`src/agl_pkg.sv`:
```
// Constants and carrier types shared by the gain loop and its power detector
package agl_pkg;

  // ==========================================================================
  // Widths
  localparam int AGL_SAMPLE_W = 10;          // Detector input sample, two's complement
  localparam int AGL_DET_W = 9;              // Unsigned detector output
  localparam int AGL_CODE_W = 5;             // Exponent over mantissa
  localparam int AGL_EXP_W = 3;
  localparam int AGL_MANT_W = 2;
  localparam int AGL_TABLE_DEPTH = 32;
  localparam int AGL_TABLE_W = 8;
  localparam int AGL_INTEG_W = 11;
  localparam int AGL_GAIN_W = 3;
  localparam int AGL_INIT_W = 8;
  localparam int AGL_MIX_W = 15;
  localparam int AGL_ALIGN_W = 22;
  localparam int AGL_DELAY_W = 5;
  localparam int AGL_DELAY_DEPTH = 32;
  localparam int AGL_NUM_CHAN = 2;

  // ==========================================================================
  // Detector comb filter
  localparam int AGL_DECIM = 8;
  localparam int AGL_DECIM_LOG2 = 3;
  localparam int AGL_COMB_BASE_ORDER = 2;
  localparam int AGL_COMB_MAX_ORDER = 4;
  localparam int AGL_CIC_W = AGL_DET_W + AGL_DECIM_LOG2 * AGL_COMB_MAX_ORDER;

  // ==========================================================================
  // Field positions and limits
  localparam int AGL_RB_LSB = 3;             // Readback is integrator bits 10:3
  localparam int AGL_GAIN_LSB = 8;           // Gain word is integrator bits 10:8
  localparam int AGL_INIT_GAIN_LSB = 5;      // Gain part of the init value, bits 7:5
  localparam logic [AGL_INTEG_W-1:0] AGL_INTEG_MAX = 11'h7FF;
  localparam logic [AGL_INTEG_W-1:0] AGL_INTEG_MIN = 11'h000;
  localparam logic [AGL_DET_W-1:0] AGL_DET_MAX = 9'h1FF;

  // ==========================================================================
  // Reset values
  localparam logic [AGL_GAIN_W-1:0] AGL_GAIN_RST = 3'h0;
  localparam logic [AGL_GAIN_W-1:0] AGL_SHIFT_UNITY = 3'h7;   // Sample MSB at bit 21
  localparam logic [AGL_INTEG_W-1:0] AGL_INTEG_RST = 11'h000;

  // ==========================================================================
  // Loop mode and carriers
  typedef enum logic [1:0] {
    AGL_MODE_INIT,
    AGL_MODE_HOLD,
    AGL_MODE_RUN
  } agl_mode_e;

  typedef struct packed {
    logic [AGL_GAIN_W-1:0] gain_word;
    logic strobe;
  } agl_amp_s;

  typedef struct packed {
    logic [AGL_SAMPLE_W-1:0] sample;
    logic [AGL_MIX_W-1:0] mixer;
  } agl_chan_in_s;

endpackage : agl_pkg

```
`src/agl_gain_loop.sv`:
```
// Dual-channel automatic gain loop driving external variable gain amplifiers
module agl_gain_loop (
  input wire logic i_clk_sys,
  input wire logic i_rst_b,
  input wire logic i_master_reset_n,
  input wire logic i_sync_in_n,
  input wire agl_pkg::agl_chan_in_s i_chan_a,
  input wire agl_pkg::agl_chan_in_s i_chan_b,
  input wire logic i_table_we,
  input wire logic [agl_pkg::AGL_CODE_W-1:0] i_table_addr,
  input wire logic [agl_pkg::AGL_TABLE_W-1:0] i_table_data,
  input wire logic [1:0] i_detector_comb_order,
  input wire logic [1:0] i_loop_gain_shift,
  input wire logic [agl_pkg::AGL_INIT_W-1:0] i_integrator_init_a,
  input wire logic [agl_pkg::AGL_INIT_W-1:0] i_integrator_init_b,
  input wire logic i_hold_at_init,
  input wire logic i_inhibit_digital_gain,
  input wire logic [agl_pkg::AGL_DELAY_W-1:0] i_compensation_delay,
  output agl_pkg::agl_amp_s o_amp_a,
  output agl_pkg::agl_amp_s o_amp_b,
  output logic [agl_pkg::AGL_INIT_W-1:0] o_integrator_readback_a,
  output logic [agl_pkg::AGL_INIT_W-1:0] o_integrator_readback_b,
  output logic [agl_pkg::AGL_GAIN_W-1:0] o_digital_gain_shift_a,
  output logic [agl_pkg::AGL_GAIN_W-1:0] o_digital_gain_shift_b,
  output logic [agl_pkg::AGL_ALIGN_W-1:0] o_aligned_a,
  output logic [agl_pkg::AGL_ALIGN_W-1:0] o_aligned_b
);
  import agl_pkg::*;

  // ==========================================================================
  // Helpers
  // Saturate a widened integrator sum into the valid gain range
  function automatic logic [AGL_INTEG_W-1:0] saturate(input logic signed [AGL_INTEG_W+1:0] s);
    if (s < 0) begin
      saturate = AGL_INTEG_MIN;
    end else if (s > $signed({2'b00, AGL_INTEG_MAX})) begin
      saturate = AGL_INTEG_MAX;
    end else begin
      saturate = s[AGL_INTEG_W-1:0];
    end
  endfunction : saturate

  // ==========================================================================
  // Pin synchronisers for master reset and sync-in
  logic mr_meta_q;
  logic mr_sync_q;
  logic si_meta_q;
  logic si_sync_q;
  logic init_act;

  // Both pins are asynchronous to the sample clock, so two stages each
  always_ff @(posedge i_clk_sys or negedge i_rst_b) begin
    if (!i_rst_b) begin
      mr_meta_q <= 1'b1;
      mr_sync_q <= 1'b1;
      si_meta_q <= 1'b1;
      si_sync_q <= 1'b1;
    end else begin
      mr_meta_q <= ~i_master_reset_n;
      mr_sync_q <= mr_meta_q;
      si_meta_q <= ~i_sync_in_n;
      si_sync_q <= si_meta_q;
    end
  end

  assign init_act = mr_sync_q || si_sync_q;

  // ==========================================================================
  // Shared lookup table
  logic [AGL_TABLE_W-1:0] table_q [AGL_TABLE_DEPTH];

  // Software loads the log, reference, deadband and error gain shape here;
  // the table is data, so it carries no reset and holds across master reset
  always_ff @(posedge i_clk_sys) begin
    if (i_table_we) begin
      table_q[i_table_addr] <= i_table_data;
    end
  end

  // ==========================================================================
  // Per-channel arrays so one generate body serves both channels
  agl_chan_in_s chan_in [AGL_NUM_CHAN];
  logic [AGL_INIT_W-1:0] init_val [AGL_NUM_CHAN];
  agl_amp_s amp [AGL_NUM_CHAN];
  logic [AGL_INIT_W-1:0] readback [AGL_NUM_CHAN];
  logic [AGL_GAIN_W-1:0] shift_out [AGL_NUM_CHAN];
  logic [AGL_ALIGN_W-1:0] aligned [AGL_NUM_CHAN];

  assign chan_in[0] = i_chan_a;
  assign chan_in[1] = i_chan_b;
  assign init_val[0] = i_integrator_init_a;
  assign init_val[1] = i_integrator_init_b;

  for (genvar c = 0; c < AGL_NUM_CHAN; c++) begin : g_chan
    logic [AGL_CODE_W-1:0] det_code;
    logic det_valid;
    agl_mode_e mode;
    logic signed [AGL_INTEG_W-1:0] err_shifted;
    logic signed [AGL_INTEG_W+1:0] integ_sum;
    logic [AGL_INTEG_W-1:0] integ_q;
    logic [AGL_GAIN_W-1:0] gain_d;
    logic [AGL_GAIN_W-1:0] gain_q;
    logic strobe_q;
    logic [AGL_GAIN_W-1:0] shift_code;
    logic [AGL_GAIN_W-1:0] dly_q [AGL_DELAY_DEPTH];
    logic [AGL_GAIN_W-1:0] shift_tap;
    logic [AGL_GAIN_W-1:0] shift_q;
    logic [AGL_MIX_W-1:0] mixer_q;
    logic [AGL_ALIGN_W-1:0] aligned_q;

    // ------------------------------------------------------------------------
    // Power detection, cleared while master reset or sync-in holds the loop
    agl_power_det u_det (
      .i_clk_sys(i_clk_sys),
      .i_rst_b(i_rst_b),
      .i_clear(init_act),
      .i_sample(chan_in[c].sample),
      .i_comb_order(i_detector_comb_order),
      .o_code(det_code),
      .o_valid(det_valid)
    );

    // ------------------------------------------------------------------------
    // Loop mode: reset and sync force the init load, then hold or free run
    always_comb begin
      if (init_act) begin
        mode = AGL_MODE_INIT;
      end else if (i_hold_at_init) begin
        mode = AGL_MODE_HOLD;
      end else begin
        mode = AGL_MODE_RUN;
      end
    end

    // Table error scaled by 2^loop_gain; 8 bits shifted by up to 3 fits 11
    assign err_shifted = AGL_INTEG_W'($signed(table_q[det_code])) <<< i_loop_gain_shift;
    // Two guard bits keep the sum exact before clipping
    assign integ_sum = $signed({2'b00, integ_q}) + (AGL_INTEG_W+2)'(err_shifted);

    // ------------------------------------------------------------------------
    // Integrator: the feedback mux picks the channel's own init value or the
    // saturated sum; clipping at the ends stops overshoot into the range
    always_ff @(posedge i_clk_sys or negedge i_rst_b) begin
      if (!i_rst_b) begin
        integ_q <= AGL_INTEG_RST;
      end else begin
        unique case (mode)
          AGL_MODE_INIT, AGL_MODE_HOLD: begin
            integ_q <= {init_val[c], {AGL_RB_LSB{1'b0}}};
          end
          AGL_MODE_RUN: begin
            if (det_valid) begin
              integ_q <= saturate(integ_sum);
            end
          end
        endcase
      end
    end

    assign readback[c] = integ_q[AGL_INTEG_W-1:AGL_RB_LSB];

    // Fixed gain sends the inverted top of the init value to the amplifier
    always_comb begin
      unique case (mode)
        AGL_MODE_HOLD: begin
          gain_d = ~init_val[c][AGL_INIT_W-1:AGL_INIT_GAIN_LSB];
        end
        AGL_MODE_INIT, AGL_MODE_RUN: begin
          gain_d = integ_q[AGL_INTEG_W-1:AGL_GAIN_LSB];
        end
      endcase
    end

    // ------------------------------------------------------------------------
    // Amplifier interface: the strobe toggles only on a change, which keeps
    // needless edges off the analog path; each channel watches its own word
    always_ff @(posedge i_clk_sys or negedge i_rst_b) begin
      if (!i_rst_b) begin
        gain_q <= AGL_GAIN_RST;
        strobe_q <= 1'b1;
      end else begin
        gain_q <= gain_d;
        if (init_act) begin
          strobe_q <= 1'b1;
        end else if (gain_d != gain_q) begin
          strobe_q <= ~strobe_q;
        end
      end
    end

    assign amp[c].gain_word = gain_q;
    assign amp[c].strobe = strobe_q;

    // ------------------------------------------------------------------------
    // Digital gain compensation: inverse of the analog word
    assign shift_code = ~gain_q;

    // Delay line so the digital step lands with the analog step; software
    // picks the tap (7 without strobes, 8 with them)
    always_ff @(posedge i_clk_sys or negedge i_rst_b) begin
      if (!i_rst_b) begin
        for (int i = 0; i < AGL_DELAY_DEPTH; i++) begin
          dly_q[i] <= AGL_SHIFT_UNITY;
        end
      end else begin
        dly_q[0] <= shift_code;
        for (int i = 1; i < AGL_DELAY_DEPTH; i++) begin
          dly_q[i] <= dly_q[i-1];
        end
      end
    end

    // Tap 0 means no delay at all
    assign shift_tap = (i_compensation_delay == '0) ? shift_code :
                       dly_q[i_compensation_delay - 1'b1];

    // Inhibit leaves the sample at full-scale position, no compensation
    always_ff @(posedge i_clk_sys or negedge i_rst_b) begin
      if (!i_rst_b) begin
        shift_q <= AGL_SHIFT_UNITY;
      end else begin
        shift_q <= i_inhibit_digital_gain ? AGL_SHIFT_UNITY : shift_tap;
      end
    end

    // Mixer sample waits one cycle so it meets the registered shift code
    always_ff @(posedge i_clk_sys or negedge i_rst_b) begin
      if (!i_rst_b) begin
        mixer_q <= '0;
      end else begin
        mixer_q <= chan_in[c].mixer;
      end
    end

    // ------------------------------------------------------------------------
    // Alignment: sign-extend to 22 bits, then shift up by the code; code 7
    // puts the sample MSB at bit 21, lower codes sit one place lower each
    always_ff @(posedge i_clk_sys or negedge i_rst_b) begin
      if (!i_rst_b) begin
        aligned_q <= '0;
      end else begin
        aligned_q <= AGL_ALIGN_W'($signed(mixer_q)) << shift_q;
      end
    end

    assign shift_out[c] = shift_q;
    assign aligned[c] = aligned_q;
  end

  // ==========================================================================
  // Output mapping
  assign o_amp_a = amp[0];
  assign o_amp_b = amp[1];
  assign o_integrator_readback_a = readback[0];
  assign o_integrator_readback_b = readback[1];
  assign o_digital_gain_shift_a = shift_out[0];
  assign o_digital_gain_shift_b = shift_out[1];
  assign o_aligned_a = aligned[0];
  assign o_aligned_b = aligned[1];

endmodule : agl_gain_loop

```
`src/agl_power_det.sv`:
```
// Power detector: absolute value, decimating comb filter and fixed-to-float code
module agl_power_det (
  input wire logic i_clk_sys,
  input wire logic i_rst_b,
  input wire logic i_clear,
  input wire logic [agl_pkg::AGL_SAMPLE_W-1:0] i_sample,
  input wire logic [1:0] i_comb_order,
  output logic [agl_pkg::AGL_CODE_W-1:0] o_code,
  output logic o_valid
);
  import agl_pkg::*;

  // ==========================================================================
  // Helpers
  // Setting 0 (and unused 3) keeps the base order; 1 and 2 narrow the band
  function automatic int order_of(input logic [1:0] sel);
    order_of = (sel == 2'h1) ? AGL_COMB_BASE_ORDER + 1 :
               (sel == 2'h2) ? AGL_COMB_BASE_ORDER + 2 : AGL_COMB_BASE_ORDER;
  endfunction : order_of

  // Leading-one position less one becomes exponent, the next two bits the mantissa
  function automatic logic [AGL_CODE_W-1:0] to_float(input logic [AGL_DET_W-1:0] x);
    logic [AGL_EXP_W-1:0] e;
    logic [AGL_MANT_W-1:0] m;
    e = '0;
    m = x[1:0];
    for (int i = 2; i < AGL_DET_W; i++) begin
      if (x[i]) begin
        e = AGL_EXP_W'(i - 1);
        m = AGL_MANT_W'(x >> (i - 2));
      end
    end
    to_float = {e, m};
  endfunction : to_float

  logic [AGL_SAMPLE_W-1:0] mag_full;
  logic [AGL_DET_W-1:0] mag;
  logic [AGL_DECIM_LOG2-1:0] phase_q;
  logic dump;
  logic [AGL_CIC_W-1:0] integ_q [AGL_COMB_MAX_ORDER];
  logic [AGL_CIC_W-1:0] comb_in [AGL_COMB_MAX_ORDER+1];
  logic [AGL_CIC_W-1:0] comb_dly_q [AGL_COMB_MAX_ORDER];
  logic [AGL_CIC_W-1:0] scaled;
  int order;

  // ==========================================================================
  // Absolute value; the single -full-scale code clips to the top magnitude
  assign mag_full = i_sample[AGL_SAMPLE_W-1] ? AGL_SAMPLE_W'(-i_sample) : i_sample;
  assign mag = mag_full[AGL_SAMPLE_W-1] ? AGL_DET_MAX : mag_full[AGL_DET_W-1:0];
  assign order = order_of(i_comb_order);
  assign dump = (phase_q == AGL_DECIM_LOG2'(AGL_DECIM - 1));

  // Decimation phase, one output every eight clocks
  always_ff @(posedge i_clk_sys or negedge i_rst_b) begin
    if (!i_rst_b) begin
      phase_q <= '0;
    end else if (i_clear) begin
      phase_q <= '0;
    end else begin
      phase_q <= phase_q + 1'b1;
    end
  end

  // Integrators wrap modulo 2^width, which the comb differences undo
  for (genvar k = 0; k < AGL_COMB_MAX_ORDER; k++) begin : g_integ
    always_ff @(posedge i_clk_sys or negedge i_rst_b) begin
      if (!i_rst_b) begin
        integ_q[k] <= '0;
      end else if (i_clear) begin
        integ_q[k] <= '0;
      end else if (k == 0) begin
        integ_q[k] <= integ_q[k] + AGL_CIC_W'(mag);
      end else begin
        integ_q[k] <= integ_q[k] + integ_q[(k > 0) ? k - 1 : 0];
      end
    end
  end

  // Combs at the low rate; stages beyond the selected order pass through
  assign comb_in[0] = integ_q[order-1];
  for (genvar k = 0; k < AGL_COMB_MAX_ORDER; k++) begin : g_comb
    assign comb_in[k+1] = (k < order) ? comb_in[k] - comb_dly_q[k] : comb_in[k];
    always_ff @(posedge i_clk_sys or negedge i_rst_b) begin
      if (!i_rst_b) begin
        comb_dly_q[k] <= '0;
      end else if (i_clear) begin
        comb_dly_q[k] <= '0;
      end else if (dump) begin
        comb_dly_q[k] <= comb_in[k];
      end
    end
  end

  // Remove the filter's dc gain of 8^order so full scale stays nine bits
  assign scaled = comb_in[AGL_COMB_MAX_ORDER] >> (AGL_DECIM_LOG2 * order);

  // Registered code with its one-cycle valid pulse
  always_ff @(posedge i_clk_sys or negedge i_rst_b) begin
    if (!i_rst_b) begin
      o_code <= '0;
      o_valid <= 1'b0;
    end else begin
      o_valid <= dump && !i_clear;
      if (dump) begin
        o_code <= to_float(scaled[AGL_DET_W-1:0]);
      end
    end
  end

endmodule : agl_power_det

```
`config.mk`:
```
export PLATFORM = sky130hd
export DESIGN_NAME = agl_gain_loop
export DESIGN_NICKNAME = d
export VERILOG_FILES = /design/src/agl_pkg.sv /design/src/agl_gain_loop.sv /design/src/agl_power_det.sv
export SDC_FILE = /design/constraint.sdc
export NUM_CORES = 2
export LEC_CHECK = 0
export BUFFER_PORTS_ARGS = -buffer_cell sky130_fd_sc_hd__buf_2
export CORE_ASPECT_RATIO = 1.75
export CORE_MARGIN = 5
export CORE_UTILIZATION = 45
export DETAILED_ROUTE_END_ITERATION = 12
export PLACE_DENSITY = 0.58
export SLEW_MARGIN = 0
export SYNTH_ARGS = -nofsm -noshare
export SYNTH_HDL_FRONTEND = slang
export SYNTH_SLANG_ARGS = --single-unit
```
`constraint.sdc`:
```
create_clock -name i_clk_sys -period 11.3 [get_ports i_clk_sys]
set_input_delay 0 -clock i_clk_sys [delete_from_list [all_inputs] [get_ports i_clk_sys]]
set_output_delay 0 -clock i_clk_sys [all_outputs]
set_load 0.02 [all_outputs]
```
==> metrics <==
setup bufs post-CTS 0; Synth Area per Inst 11.0 µm²; total wire length between 100000 and 150000 µm; Hold Fails Final Rpt 0; worst path arrival time 9.66 ns; unrepaired setup endpoints after global routing false; ANT nets after route 0; Setup crit end kind flip-flop; CP Launch Type flip-flop; RePlAce Congestion 0.862; layout cells sized above 1 17.8%; Slew headroom about a fifth; synth unique cells 107; number of port buffers 168; TritonRoute pass-1 iters 5; pre-CTS WS between 1.5 and 2 ns; nets around 5.6k; top-level port count 169; maximum clock rate 110 MHz; root buffer cell clkbuf_16; crit-path max FO 9; routed via count between 30k and 40k; Min Hold Slack a little under 0.05 ns; Post-Syn Instances about 5.0k; Post-synth EDFFs 256; final setup fails 0; CTS buffer count 93; setup slack, reg-to-reg between 2 and 2.5 ns; CP Class reg2reg; GRT Util Overall 21.0%; TritonCTS clock tree yes; initial core utilization between 40 and 50%; status completed; post-synth design cell area 55000 µm²; largest net degree at the start of global routing 148; met2 WL approximately 76000 µm; TritonCTS Sinks 916; initial antenna violation count 2; Die ar. approximately 130000 µm²; Layout Utilization between 50% and 60%; period utilization 80.6%; Synth Flop Type dfrtp_1; M1 WL between 50000 and 60000 µm; clk slew on worst S/H paths 0.07 ns; WL per Instance 19.9 µm; Leak around 25 nW; DR top layer met5; Worst EP required roughly 12 ns; Layout area overhead 12.5%; Worst Hold Class in2async; Clock Latency Late Sink 0.72 ns; post-layout minimum cycle time 9.11 ns; Core ar. 121000 µm²; sequential share of the synthesized area 44.4%; slew of the pin with the lowest slew margin 1.20 ns; detailed-placement wirelength estimate roughly 96000 µm; final worst setup slack 2.19 ns; Final Max Slew Viols 0; Max-cap violations 0; Pwr per Cell Area 201 nW/µm²; total grt overflow 0; vias in the first global route 40.6k; Synthesized Nets between 5k and 6k; asr flop ratio synth between 70% and 80%; first-pass GRT wire length 219000 µm; Die Y approximately 470 µm; VDD IR max 0.148 mV; Die W around 270 µm; Sum Neg Setup Slack 0 ns; Layout fillers 10.9k; CTS H-tree depth 3; Rows 169; Met3 Routed Length between 4000 and 5000 µm; vias per cell between 5 and 6; DRC 0; Worst path slowest cell o41ai_2; Seq cells post-synth 916; CTS Buffer Depth 3; CP peak stage delay between 0.5 and 0.6 ns; 1st-iter DRT viols 2049; skew final 0.0245 ns; Yosys warnings 0; Total Power 12.5 mW
logic make-up after synthesis:
family                     after synthesis  synth area share, %
muxes                                  521                 15.1
DFF                                    916                 44.4
AOI/OAI and AO/OA                     1039                 12.3
adders and majority gates              350                 8.20
and+or+nand+nor                       1370                 11.5
buffers and inverters                  533                 3.78
xor gates and xnor gates               284                 4.59
final timing paths:
check                                              endpoint  cells past startpoint                        start
worst max-delay path              g_chan[1].u_det.o_code[0]                     38  g_chan[1].u_det.integ_q[63]
worst max register to register    g_chan[1].u_det.o_code[0]                     38  g_chan[1].u_det.integ_q[63]
worst min-delay path                   g_chan[0].integ_q[6]                      2                      i_rst_b
max in group asynchronous       g_chan[1].u_det.integ_q[71]                      4                      i_rst_b
worst min register to register          g_chan[0].dly_q[61]                      0          g_chan[0].dly_q[64]
min in group i_clk_sys          g_chan[1].u_det.integ_q[68]                      7                 i_chan_b[20]
cells in the mapped netlist (12+ instances only):
master	number	area, µm²
nor2_1	585	2200
dfrtp_1	456	11400
ha_1	332	4150
a21oi_1	305	1530
inv_1	286	1070
nand2_1	273	1020
edfxtp_1	256	7690
mux4_2	242	5450
mux2i_1	221	2210
dfstp_2	204	5360
o21ai_0	181	906
xnor2_1	178	1560
clkbuf_1	170	638
nor3_1	112	561
a21o_1	102	766
xor2_1	102	893
a211oi_1	94	706
nor2b_1	78	488
nand3_1	72	360
mux2_2	55	619
buf_1	50	188
nand2b_1	50	313
a31oi_1	48	300
o21a_1	45	338
o21bai_1	43	323
or3_1	39	244
o211ai_1	36	270
and2_1	32	200
nand4_1	23	144
nor3b_1	22	165
o31ai_1	22	165
and3_1	21	131
or2_2	21	131
buf_4	19	143
fa_1	18	360
o22ai_1	12	75.1
final cells by class:
cell class	count	area [µm²]	area share [%]
Clock inverter	42	633	1.02
Clock buffer	130	2620	4.23
Tap cell	1624	2030	3.28
Inverter	288	1080	1.75
Timing Repair Buffer	338	2490	4.02
Sequential cell	916	24500	39.5
Multi-Input combinational cell	3564	28600	46.2
Antenna cell	1	2.50	0.00404
routing by layer:
layer	GRT usage [%]	vias to the layer above
met3	2.39	265
met5	0	-
li1	-	18600
met1	23.4	19500
met4	7.54	2
met2	40.9	707
worst max-delay path: cells and delay by family (launching register included):
family / cells / cell delay [ns]
flops: 1 / 0.43
compound gates: 19 / 4.44
simple gates: 10 / 1.37
fa+ha+maj: 5 / 1.66
mux: 2 / 0.64
xor+xnor: 2 / 0.40
layout by cell type (no fill, tap or decap), types with 48 or more instances in the layout:
cell,n
nor2_1,584
dfrtp_1,452
ha_1,326
a21oi_1,305
inv_1,286
nand2_1,273
edfxtp_1,256
mux4_2,242
mux2i_1,221
dfstp_2,204
o21ai_0,181
xnor2_1,177
buf_2,166
dlygate4sd3_1,129
nor3_1,112
a21o_1,102
xor2_1,102
a211oi_1,94
clkbuf_16,93
nor2b_1,78
nand3_1,72
mux2_2,55
nand2b_1,50
a31oi_1,48
sequential cells by signal, summed over array words and instances, names as in the netlist, 2 cells and up:
signal / cells
g_chan.mixer_q: 30
table_q: 256
g_chan.u_det.integ_q: 168
o_digital_gain_shift_b: 3
g_chan.integ_q: 22
g_chan.dly_q: 192
g_chan.u_det.phase_q: 6
o_digital_gain_shift_a: 3
g_chan.strobe_q: 2
g_chan.u_det.o_code: 10
g_chan.gain_q: 6
o_aligned_a: 22
g_chan.u_det.comb_dly_q: 168
g_chan.u_det.o_valid: 2
o_aligned_b: 22
stage by stage:
stage          cell area, µm²  cells
3_3_place_gp            57400   6601
3_5_place_dp            57400   6601
5_1_grt                 61900   6903
6_report                61900   6903
4_1_cts                 61900   6902
2_1_floorplan           55000   5013
report_power, final:
group	switching, mW	total (mW)	internal, mW	leakage, nW
registers	0.100	3.70	3.60	10.6
clock network	1.43	3.31	1.88	1.58
logic	3.24	5.46	2.22	13.1
total	4.78	12.5	7.69	25.3
timing repair:
action	CTS	global route
resized for setup	0	0
hold buffers	129	0
endpoints found under the setup margin	0	0
endpoints found under the hold margin	569	0
Note: power is estimated with default switching activity, not from simulation.
